$ cat src/rtl/supply_monitor_pkg.sv
// package: register map, field positions and carriers for the supply monitor
package supply_monitor_pkg;

  localparam int ADDR_W = 12;
  // register byte offsets
  localparam logic [ADDR_W-1:0] STATUS_OFS = 12'h000;
  localparam logic [ADDR_W-1:0] CONFIG_OFS = 12'h004;
  localparam logic [ADDR_W-1:0] MODE_OFS = 12'h008;
  localparam logic [ADDR_W-1:0] EVT_STATUS_OFS = 12'h00C;
  localparam logic [ADDR_W-1:0] EVT_CLEAR_OFS = 12'h010;
  localparam logic [ADDR_W-1:0] EVT_ENABLE_OFS = 12'h014;

  // status register fields
  localparam int LOW_FLAG_BIT = 0;
  localparam int RST_REQ_BIT = 1;
  localparam int ACTIVE_BIT = 2;

  // configuration register fields (write once)
  localparam int STOP_EN_BIT = 0;
  localparam int PWR_DIS_BIT = 1;
  localparam int TRIP_SEL_BIT = 2;
  localparam int RST_DIS_BIT = 3;
  localparam int CFG_LOCK_BIT = 7;

  // mode register fields
  localparam int WAIT_BIT = 0;
  localparam int STOP_BIT = 1;

  // event bits
  localparam int EVT_FALL_BIT = 0;
  localparam int EVT_RISE_BIT = 1;
  localparam int EVT_RST_BIT = 2;
  localparam int EVT_W = 3;

  localparam logic [3:0] CFG_RESET = 4'h0;
  localparam logic [EVT_W-1:0] EVT_EN_RESET = 3'h0;
  localparam int SYNC_STAGES = 2;

  typedef struct packed {
    logic stop_enable;
    logic power_disable;
    logic trip_select;
    logic reset_disable;
  } monitor_cfg_s;

  typedef struct packed {
    logic below_fall;
    logic above_rise;
  } compare_s;

  typedef enum logic [1:0] {
    RUN_ST = 2'b00,
    LOW_RESET_ST = 2'b01,
    OFF_ST = 2'b10
  } monitor_state_e;

  // word from an 8-bit field, upper bits zero
  function automatic logic [31:0] zext8(input logic [7:0] v);
    return {24'h000000, v};
  endfunction

endpackage

$ cat src/rtl/supply_monitor.sv
// supply monitor control: hysteretic flag, reset request, write-once config, apb
//
// Behaviour
// - flag sets below falling trip, clears above rising trip, else holds
// - trip-range select reads zero after power-on reset (low range)
// - range select set picks the high-range falling comparator
// - high range chosen while not above rising trip resets at once
// - reset request held until supply is above the rising trip
// - monitor and reset generation enabled by default out of reset
// - power-disable stops monitor: no resets, no flag updates
// - reset-disable blocks resets while flag still tracks supply
// - in stop, monitor runs only with power-disable clear, stop-enable set
// - active in stop with resets enabled, a drop issues a reset
// - in wait an enabled monitor stays active and may reset
// - both disables clear, outside stop or with stop-enable set: reset whenever supply is below falling trip
// - trip-range select lives in a write-once configuration register
// - the monitor itself raises no interrupt request
//
// The APB slave port and the address map are this design's own decisions.
`timescale 1ns/1ps
`default_nettype none
module supply_monitor
  import supply_monitor_pkg::*;
(
  // apb clock and reset
  input wire logic pclk,
  input wire logic presetn,
  // apb slave
  input wire logic psel,
  input wire logic penable,
  input wire logic pwrite,
  input wire logic [ADDR_W-1:0] paddr,
  input wire logic [31:0] pwdata,
  input wire logic [3:0] pstrb,
  output logic [31:0] prdata,
  output logic pready,
  output logic pslverr,
  // analog comparator, asynchronous levels
  input wire logic low_below_fall,
  input wire logic low_above_rise,
  input wire logic high_below_fall,
  input wire logic high_above_rise,
  // low-power mode indications from system
  input wire logic stop_mode,
  input wire logic wait_mode,
  // results
  output logic supply_low_flag,
  output logic reset_request,
  output logic irq
);
  logic [3:0] cmp_sync;
  compare_s cmp;
  monitor_cfg_s cfg_r;
  logic cfg_locked_r;
  monitor_state_e state_r;
  monitor_state_e state_nxt;
  logic flag_r;
  logic rst_r;
  logic active;
  logic rst_allowed;
  logic flag_nxt;
  logic rst_nxt;
  logic trip_armed;
  logic cfg_wr;
  logic range_chk_r;
  logic [EVT_W-1:0] evt_set;
  logic [EVT_W-1:0] evt_status;
  logic [EVT_W-1:0] evt_enable;
  logic irq_w;
  logic [31:0] prdata_r;
  logic pslverr_r;
  logic irq_r;
  logic wr_acc;
  logic rd_acc;
  logic addr_ok;
  logic [7:0] rd_byte;

  compare_sync #(.WIDTH(4)) u_sync (
    .pclk(pclk),
    .presetn(presetn),
    .async_in({low_below_fall, low_above_rise, high_below_fall, high_above_rise}),
    .sync_out(cmp_sync)
  );

  // comparator pair picked by the range select
  always_comb begin
    if (cfg_r.trip_select) begin
      cmp.below_fall = cmp_sync[1];
      cmp.above_rise = cmp_sync[0];
    end else begin
      cmp.below_fall = cmp_sync[3];
      cmp.above_rise = cmp_sync[2];
    end
  end

  // monitor gating by config and low-power mode
  always_comb begin
    active = !cfg_r.power_disable;
    if (stop_mode) active = !cfg_r.power_disable && cfg_r.stop_enable;
    rst_allowed = active && !cfg_r.reset_disable;
  end

  // hysteretic flag
  always_comb begin
    flag_nxt = flag_r;
    if (active) begin
      if (cmp.below_fall) flag_nxt = 1'b1;
      else if (cmp.above_rise) flag_nxt = 1'b0;
    end
  end

  // trip below falling level, or just after high range chosen while not above rising level
  assign trip_armed = cmp.below_fall || (range_chk_r && !cmp.above_rise);

  always_comb begin
    state_nxt = state_r;
    case (state_r)
      RUN_ST: begin
        if (!active) state_nxt = OFF_ST;
        else if (rst_allowed && trip_armed) state_nxt = LOW_RESET_ST;
      end
      LOW_RESET_ST: begin
        if (!rst_allowed) state_nxt = active ? RUN_ST : OFF_ST;
        else if (cmp.above_rise) state_nxt = RUN_ST;
      end
      OFF_ST: begin
        if (active && rst_allowed && trip_armed) state_nxt = LOW_RESET_ST;
        else if (active) state_nxt = RUN_ST;
      end
      default: state_nxt = RUN_ST;
    endcase
  end

  assign rst_nxt = (state_nxt == LOW_RESET_ST);

  always_ff @(posedge pclk or negedge presetn) begin
    if (!presetn) state_r <= RUN_ST;
    else state_r <= state_nxt;
  end

  always_ff @(posedge pclk or negedge presetn) begin
    if (!presetn) flag_r <= 1'b0;
    else flag_r <= flag_nxt;
  end

  always_ff @(posedge pclk or negedge presetn) begin
    if (!presetn) rst_r <= 1'b0;
    else rst_r <= rst_nxt;
  end

  // apb decode, zero wait states
  assign wr_acc = psel && penable && pwrite;
  assign rd_acc = psel && !penable && !pwrite;
  always_comb begin
    case (paddr)
      STATUS_OFS, CONFIG_OFS, MODE_OFS, EVT_STATUS_OFS, EVT_CLEAR_OFS, EVT_ENABLE_OFS:
        addr_ok = 1'b1;
      default: addr_ok = 1'b0;
    endcase
  end

  // write-once configuration
  assign cfg_wr = wr_acc && paddr == CONFIG_OFS && pstrb[0] && !cfg_locked_r;
  always_ff @(posedge pclk or negedge presetn) begin
    if (!presetn) begin
      cfg_r <= CFG_RESET;
      cfg_locked_r <= 1'b0;
    end else if (cfg_wr) begin
      cfg_r.stop_enable <= pwdata[STOP_EN_BIT];
      cfg_r.power_disable <= pwdata[PWR_DIS_BIT];
      cfg_r.trip_select <= pwdata[TRIP_SEL_BIT];
      cfg_r.reset_disable <= pwdata[RST_DIS_BIT];
      cfg_locked_r <= 1'b1;
    end
  end

  // one-cycle range check once the high range is chosen; later band stays hysteretic
  always_ff @(posedge pclk or negedge presetn) begin
    if (!presetn) range_chk_r <= 1'b0;
    else range_chk_r <= cfg_wr && pwdata[TRIP_SEL_BIT];
  end

  // events: flag set, flag clear, reset request issued
  assign evt_set[EVT_FALL_BIT] = flag_nxt && !flag_r;
  assign evt_set[EVT_RISE_BIT] = !flag_nxt && flag_r;
  assign evt_set[EVT_RST_BIT] = rst_nxt && !rst_r;

  event_irq #(.N(EVT_W)) u_evt (
    .pclk(pclk),
    .presetn(presetn),
    .evt_set(evt_set),
    .clr_bits(pwdata[EVT_W-1:0]),
    .clr_we(wr_acc && paddr == EVT_CLEAR_OFS && pstrb[0]),
    .en_bits(pwdata[EVT_W-1:0]),
    .en_we(wr_acc && paddr == EVT_ENABLE_OFS && pstrb[0]),
    .status(evt_status),
    .enable(evt_enable),
    .irq(irq_w)
  );

  // read mux
  always_comb begin
    rd_byte = 8'h00;
    case (paddr)
      STATUS_OFS: begin
        rd_byte[LOW_FLAG_BIT] = flag_r;
        rd_byte[RST_REQ_BIT] = rst_r;
        rd_byte[ACTIVE_BIT] = active;
      end
      CONFIG_OFS: begin
        rd_byte[STOP_EN_BIT] = cfg_r.stop_enable;
        rd_byte[PWR_DIS_BIT] = cfg_r.power_disable;
        rd_byte[TRIP_SEL_BIT] = cfg_r.trip_select;
        rd_byte[RST_DIS_BIT] = cfg_r.reset_disable;
        rd_byte[CFG_LOCK_BIT] = cfg_locked_r;
      end
      MODE_OFS: begin
        rd_byte[WAIT_BIT] = wait_mode;
        rd_byte[STOP_BIT] = stop_mode;
      end
      EVT_STATUS_OFS: rd_byte[EVT_W-1:0] = evt_status;
      EVT_ENABLE_OFS: rd_byte[EVT_W-1:0] = evt_enable;
      default: rd_byte = 8'h00;
    endcase
  end

  // read data and error captured in setup, valid in access phase
  always_ff @(posedge pclk or negedge presetn) begin
    if (!presetn) begin
      prdata_r <= 32'h00000000;
      pslverr_r <= 1'b0;
    end else if (psel && !penable) begin
      prdata_r <= rd_acc ? zext8(rd_byte) : 32'h00000000;
      pslverr_r <= !addr_ok;
    end
  end

  // interrupt comes only from the bus-side event logic, not the monitor
  always_ff @(posedge pclk or negedge presetn) begin
    if (!presetn) irq_r <= 1'b0;
    else irq_r <= irq_w;
  end

  assign prdata = prdata_r;
  assign pslverr = pslverr_r;
  assign pready = 1'b1;
  assign supply_low_flag = flag_r;
  assign reset_request = rst_r;
  assign irq = irq_r;
endmodule
`default_nettype wire

$ cat src/rtl/compare_sync.sv
// two-stage synchroniser for the comparator outputs
`timescale 1ns/1ps
`default_nettype none
module compare_sync
  import supply_monitor_pkg::*;
#(
  parameter int WIDTH = 4
) (
  // clock and reset
  input wire logic pclk,
  input wire logic presetn,
  // raw and synchronised levels
  input wire logic [WIDTH-1:0] async_in,
  output logic [WIDTH-1:0] sync_out
);
  logic [WIDTH-1:0] meta_r;
  logic [WIDTH-1:0] sync_r;

  // first stage feeds only the second
  always_ff @(posedge pclk or negedge presetn) begin
    if (!presetn) begin
      meta_r <= '0;
      sync_r <= '0;
    end else begin
      meta_r <= async_in;
      sync_r <= meta_r;
    end
  end

  assign sync_out = sync_r;
endmodule
`default_nettype wire

$ cat src/rtl/event_irq.sv
// sticky event status with clear, enable and one level interrupt
`timescale 1ns/1ps
`default_nettype none
module event_irq
  import supply_monitor_pkg::*;
#(
  parameter int N = EVT_W
) (
  // clock and reset
  input wire logic pclk,
  input wire logic presetn,
  // event pulses and software control
  input wire logic [N-1:0] evt_set,
  input wire logic [N-1:0] clr_bits,
  input wire logic clr_we,
  input wire logic [N-1:0] en_bits,
  input wire logic en_we,
  // state
  output logic [N-1:0] status,
  output logic [N-1:0] enable,
  output logic irq
);
  logic [N-1:0] status_r;
  logic [N-1:0] enable_r;
  logic irq_r;
  logic [N-1:0] status_nxt;

  // set wins over clear
  always_comb begin
    status_nxt = status_r;
    if (clr_we) status_nxt = status_nxt & ~clr_bits;
    status_nxt = status_nxt | evt_set;
  end

  always_ff @(posedge pclk or negedge presetn) begin
    if (!presetn) status_r <= '0;
    else status_r <= status_nxt;
  end

  always_ff @(posedge pclk or negedge presetn) begin
    if (!presetn) enable_r <= EVT_EN_RESET;
    else if (en_we) enable_r <= en_bits;
  end

  always_ff @(posedge pclk or negedge presetn) begin
    if (!presetn) irq_r <= 1'b0;
    else irq_r <= |(status_nxt & (en_we ? en_bits : enable_r));
  end

  assign status = status_r;
  assign enable = enable_r;
  assign irq = irq_r;
endmodule
`default_nettype wire

$ cat config.mk
export PLATFORM = sky130hd
export DESIGN_NAME = supply_monitor
export DESIGN_NICKNAME = d
export VERILOG_FILES = /design/src/rtl/supply_monitor_pkg.sv /design/src/rtl/supply_monitor.sv /design/src/rtl/compare_sync.sv /design/src/rtl/event_irq.sv
export SDC_FILE = /design/constraint.sdc
export NUM_CORES = 1
export LEC_CHECK = 0
export BUFFER_PORTS_ARGS = -buffer_cell sky130_fd_sc_hd__buf_2
export CAP_MARGIN = 20
export CORE_MARGIN = 3
export CORE_UTILIZATION = 43
export CTS_BUF_LIST = sky130_fd_sc_hd__clkbuf_16
export DETAILED_ROUTE_END_ITERATION = 7
export PLACE_DENSITY = 0.91
export SETUP_SLACK_MARGIN = 0.4
export SYNTH_ARGS = -nofsm -noshare
export SYNTH_HDL_FRONTEND = slang
export SYNTH_SLANG_ARGS = --single-unit
$ cat constraint.sdc
create_clock -name pclk -period 1.85 [get_ports pclk]
set_clock_uncertainty 0.05 [all_clocks]
set_input_delay 0.0925 -clock pclk [delete_from_list [all_inputs] [get_ports pclk]]
set_output_delay 0.0925 -clock pclk [all_outputs]
set_load 0.1 [all_outputs]
==> results of run 1 <==
-- registers in the layout, indices dropped and copies added (netlist names), 2 cells and up --
register,cells
prdata,5
u_sync.sync_out,4
cfg_r,4
u_evt.status,3
u_evt.enable,3
state_r,2
u_sync.meta_r,4
-- cell usage after synthesis --
cell type	number
nor2_1	7
or3_1	2
or4_4	1
nand2_1	11
buf_4	28
nor3_4	1
a211oi_1	1
o21ai_0	4
o211a_1	1
o31ai_1	1
and2b_1	1
o22ai_1	4
nor4_1	2
mux2_2	9
o21a_1	1
o41ai_2	1
dfrtp_1	32
a22oi_1	4
buf_2	1
a21boi_0	1
nand4_1	3
clkbuf_1	3
mux2i_1	3
and4_1	1
a221o_1	1
or4_1	1
a22o_1	2
nand3_4	1
a2111oi_0	1
nor4_4	1
nor2b_1	2
inv_1	6
o21ai_2	1
nand3_1	4
or2_2	2
o41ai_1	1
conb_1	2
nor3b_1	3
nand2b_1	3
-- worst paths after layout --
path | end | slack [ps] | startpoint | cells past startpoint
worst max register to register | u_evt.irq | 170 | cfg_r[1] | 5
min in group asynchronous | u_sync.meta_r[2] | 350 | presetn | 2
worst max-delay path | u_evt.irq | 170 | cfg_r[1] | 5
worst min-delay path | cfg_r[2] | 20 | pwdata[1] | 2
max in group asynchronous | reset_request | 900 | presetn | 2
worst min register to register | u_sync.sync_out[3] | 300 | u_sync.meta_r[3] | 0
-- what timing repair did --
item | in CTS | in global routing
setup buffers | 6 | 1
hold buffers | 6 | 0
pin swaps | 4 | 7
gates resized for setup | 4 | 8
endpoints found under the hold margin | 37 | 0
endpoints found under the setup margin | 7 | 8
gates cloned | 0 | 0
-- layout by cell type (no fill, tap or decap), types with 3 or more instances in the layout --
cell	n
dlygate4sd3_1	6
o22ai_1	3
nand4_1	3
a22oi_1	3
mux2i_1	3
inv_1	6
nand3_1	4
buf_2	36
clkbuf_16	5
nand2b_1	3
dfrtp_1	29
mux2_4	3
nand2_1	11
o21ai_0	3
conb_1	28
nor2_1	7
buf_4	9
dfrtp_2	3
mux2_2	6
-- cell families (layout without fill, tap and decap cells) --
logic type	Yosys count	count (layout)	synth area share
buf+inv	38	67	0.150
mux	12	12	0.0791
simple gates	46	46	0.173
other cells	2	28	0.00452
flops	32	32	0.482
compound gates	24	24	0.111
-- power by group through the flow --
stage | clock network [uW] | logic (uW) | registers (uW)
finish | 907 | 423 | 729
global route | 959 | 444 | 731
CTS | 926 | 419 | 729
detailed placement | 0 | 403 | 741
global placement | 0 | 400 | 740
floorplan | 0 | 347 | 771
-- per-stage QoR --
step / hold slack (ps) / area (sq um) / utilization / setup slack [ps] / power (uW)
after floorplan: -253 / 1790 / - / 214 / 1120
after global placement: 108 / 1830 / 0.519 / 92.2 / 1140
after detailed placement: 126 / 1830 / 0.519 / 32.6 / 1140
after CTS: 11.5 / 2110 / 0.601 / 148 / 2070
after global routing: 25.1 / 2150 / 0.611 / 106 / 2130
final: 16.4 / 2150 / 0.611 / 170 / 2060
-- per-layer routing --
metal  wire length, microns  share of wire
met5                      0              0
met4                    120          0.034
met3                    251          0.070
met2                   1820           0.51
met1                   1380           0.39
-- final cells by class --
type | count | area (sq um)
tap | 46 | 57.6
fill | 304 | 1370
timing repair buffer | 53 | 330
sequential | 32 | 805
multi-input combinational | 110 | 773
clock buffer | 5 | 125
inverter | 6 | 22.5
clock inverter | 3 | 37.5
==> impl_metrics.yaml, run 1 <==
run_status:
  status: "completed"
drt:
  detailed_route_via_count: 1251
  routed_wire_length_per_instance_microns: 14.0
  finalWirelength_microns: 3580
  drt-initial-drc-count: 37
  viasPerCell: 4.91
  dr.pass1.iters: 4
  drcViolationCount: 0
  antenna_left: 0
pwr:
  max-vdd-ir-drop_mv: 0.519
  leakagePower_uw: 0.00106
  logic_pwr_share: 0.205
  power.switching_uw: 650
  switching_share: 0.316
  clock_power_share: 0.440
  power.internal_uw: 1410
  p_per_area_nw_per_um2: 957
  pwr-share-seq: 0.354
final_layout:
  area.growth.synth_to_final_pct: 29.4
  final_layout_size_suffix_gt1_frac: 0.388
  layout.nets: 267
  final_cell_count_no_fill: 255
  diodes_inserted: 0
setup_path:
  critical-path-top-delay-family: "compound AO/OA/AOI/OAI gates"
  timing.critical_path.arrival_ps: 1840
  path_cells: "mux2_4, o21a_1, or3_4, o21ai_2, a221o_1"
  cpPeakStageDelay_ps: 410
  start_kind: "register"
  category_of_the_worst_setup_path_capture_point: "register"
  cp_bufs_invs: 0
  worstPathRequired_ps: 2010
  critical_path.slowest_cell: "dfrtp_2"
  crit_path_max_fanout: 3
  critical_path_class: "register to register"
placement:
  dp_cells: 234
  hpwlAfterDp_microns: 2540
  routabilityCongestion: 0.843
  io_buffers: 36
clock_network:
  clk_root_buffer_cell: "clkbuf_16"
  htree_num_levels: 2
  later_pin_clock_latency_in_the_skew_report_ps: 280
  worst_setup_hold_path_clk_slew_ps: 50
  clk_path_buf_depth: 2
  cts_buffers: 5
  tritoncts_num_sinks: 32
  tritoncts: "done"
synthesis:
  synth_seq_cells: 32
  syn_area_per_cell_sq_um: 10.8
  synthesis.area_sq_um: 1660
  ys_top_cells_by_area: "dfrtp_1 48%, buf_4 13%, mux2_2 6.1%, nand2_1 2.5%, mux2i_1 1.8%"
  post_synth_inst_count: 154
  ys_types: 39
  synth_largest_type_area_fraction: 0.482
  synth-warning-count: 0
  yosysTopAreaCell: "dfrtp_1"
  yosysSeqAreaShare: 0.482
die:
  num_io_pins: 96
  core_region_area_sq_um: 3520
  fp.dieH_microns: 68.2
  die_area_sq_um: 4650
  effective_utilization_at_floorplan: 0.472
  die_w_microns: 68.2
  row_count: 21
sta:
  unrepaired_setup_endpoints_after_global_routing: "yes"
  timing.fmax_mhz: 595
  number_of_endpoints_failing_setup_at_the_final_stage: 0
  tightestPinTransition_ps: 695
  period_share: 0.908
  tns_ps: 0
  finalHoldViolations: 0
  final-max-slew-violation-count: 0
  period_minus_slack_ps: 1680
  slew-limit-headroom: 0.537
grt:
  number_of_global_route_vias_before_repair: 1211
  grt_max_degree: 33
  grt_antenna_before_repair: 0
  grt_util_met2: 0.289
  grt_use_total: 0.169
  global_route.overflow_total: 0
  grt_use_met3: 0.0690
  grt.met1_usage: 0.183
  busiest_layer: "met2"
  grt_pass1_wl_microns: 5560
hold_path:
  hold_path_class: "input port to register"
job:
  cap_viol_max_count: 0
(Power assumes the default switching activity.)
==> inputs of run 2 (changes only) <==
- CORE_ASPECT_RATIO: unset -> 0.9
- PLACE_DENSITY: 0.91 -> unset
- PLACE_DENSITY_LB_ADDON: unset -> 0.25
==> run 2 against run 1 <==
Compared with the run above:
- power is 0.48% higher
- sequential share of layout area is 0.80 points lower
- global-route usage is 0.41 points lower
- routed wire length is 8.6% higher
- setup slack worse by 39 ps
- clock-buffer cell count stayed put
- maximum frequency is 2.2% lower
- first-iteration DRC count is 43% higher
- clock power is 0.4% lower
- non-clock buffer count is 3 higher
- highest routed layer unchanged
==> impl_metrics.yaml, run 2 (same netlist as run 1, synthesis figures left out) <==
clock_network:
  worst_setup_hold_path_clk_slew_ps: 50
  clk_root_buffer_cell: "clkbuf_16"
  cts_buffers: 5
  tritoncts: "done"
  clk_path_buf_depth: 2
  later_pin_clock_latency_in_the_skew_report_ps: 270
  htree_num_levels: 2
  tritoncts_num_sinks: 32
sta:
  tightestPinTransition_ps: 683
  slew-limit-headroom: 0.544
  final-max-slew-violation-count: 0
  finalHoldViolations: 0
  tns_ps: 0
  unrepaired_setup_endpoints_after_global_routing: "yes"
  fin_worst_hold_slack_ps: 15.9
  number_of_endpoints_failing_setup_at_the_final_stage: 0
  period_share: 0.929
  timing.fmax_mhz: 582
  period_minus_slack_ps: 1720
die:
  die_area_sq_um: 4650
  row_count: 20
  effective_utilization_at_floorplan: 0.471
  num_io_pins: 96
  fp.dieH_microns: 65.0
  die_w_microns: 71.5
  core_region_area_sq_um: 3530
pwr:
  max-vdd-ir-drop_mv: 0.681
  p_per_area_nw_per_um2: 943
  leakagePower_uw: 0.00109
grt:
  global_route.overflow_total: 0
  grt_util_met2: 0.275
  busiest_layer: "met2"
  grt_max_degree: 33
  grt.met1_usage: 0.179
  grt_use_met3: 0.0574
  grt_pass1_wl_microns: 5720
  grt_use_total: 0.165
  number_of_global_route_vias_before_repair: 1279
  grt_antenna_before_repair: 0
setup_path:
  r2r.worst_path.cells: 5
  critical_path.reg2reg.startpoint: "cfg_r[1]"
  timing.rr.end: "u_evt.irq"
  timing.critical_path.arrival_ps: 1870
  start_kind: "register"
  worst_reg2reg_setup_slack_ps: 130
  category_of_the_worst_setup_path_capture_point: "register"
  crit_path_start: "cfg_r[1]"
  worstSetupEndpoint: "u_evt.irq"
  crit_path_max_fanout: 3
  worstPathRequired_ps: 2010
  critical_path_class: "register to register"
drt:
  dr.pass1.iters: 4
  routed_wire_length_per_instance_microns: 15.2
  antenna_left: 0
  viasPerCell: 5.16
  drcViolationCount: 0
  drt-initial-drc-count: 53
  detailed_route_via_count: 1322
  finalWirelength_microns: 3880
final_layout:
  area.growth.synth_to_final_pct: 32.1
  layout.cells.most_common: "buf_2"
  diodes_inserted: 0
  layout_common_cells: "34 x buf_2, 30 x dfrtp_1, 28 x conb_1, 11 x nand2_1, 11 x buf_4"
  largest_register_ff_count: 5
  layout.nets: 270
  final_layout_size_suffix_gt1_frac: 0.401
  nFillCells: 295
hold_path:
  hold_path_class: "input port to register"
placement:
  hpwlAfterDp_microns: 2670
  routabilityCongestion: 0.849
  io_buffers: 36
job:
  cap_viol_max_count: 0
run_status:
  status: "completed"
run 2: cell types whose count changed in the layout (fill, tap and decap cells not counted), sizes merged:
cell	before	now
buf	47	50
inv	6	7
clkinv	2	1
run 2: worst min path at each step:
stage,to,from,depth (start not counted)
final,cfg_r[2],pwdata[1],2
after global routing,cfg_r[2],pwdata[1],2
after CTS,prdata[2],pwrite,2
after detailed placement,prdata[1],presetn,1
after global placement,prdata[1],presetn,1
after floorplan,cfg_locked_r,presetn,0
run 2: report_power, final:
group          internal [uW]  total, uW  leakage [uW]  switching, uW
clock                    626        903     0.0000850            277
sequential               719        730      0.000399           10.6
combinational           73.1        436      0.000609            363
run 2: layout make-up:
type	count	area (sq um)	area share
clock buffers	5	125	0.0570
multi-input cells	110	781	0.356
clock inverters	3	38.8	0.0177
well taps	44	55.1	0.0251
repair buffers	56	369	0.168
inverters	6	22.5	0.0103
flip-flops and latches	32	803	0.366
run 2: critical path, stage by stage (launching register included):
cell	delay (ps)
dfrtp_1	410
mux2_4	320
o21a_1	170
or3_4	390
o21ai_2	140
a221o_1	170
run 2: metrics by stage:
step / setup slack [ps] / area (sq um) / utilization / cells / power, uW
after floorplan: 214 / 1790 / - / 180 / 1120
after global placement: 29.1 / 1840 / 0.521 / 234 / 1140
after detailed placement: 15.9 / 1840 / 0.521 / 234 / 1150
after CTS: 119 / 2150 / 0.608 / 254 / 2080
after global routing: 80.1 / 2190 / 0.622 / 256 / 2140
final: 131 / 2190 / 0.622 / 256 / 2070
run 2: routing by layer:
layer	vias up	part of all wire	routed length [microns]
met5	-	0	0
met4	0	0.045	176
met3	19	0.084	328
met2	82	0.48	1880
met1	622	0.39	1500
li1	599	-	-
run 2: repair_timing:
action                                  CTS  global route
hold buffers                              6             0
endpoints found under the hold margin    37             0
buffers inserted                          6             2
cloned                                    0             0
pin swaps                                 5             6
endpoints found under the setup margin   10            11
resized for setup                         8             8
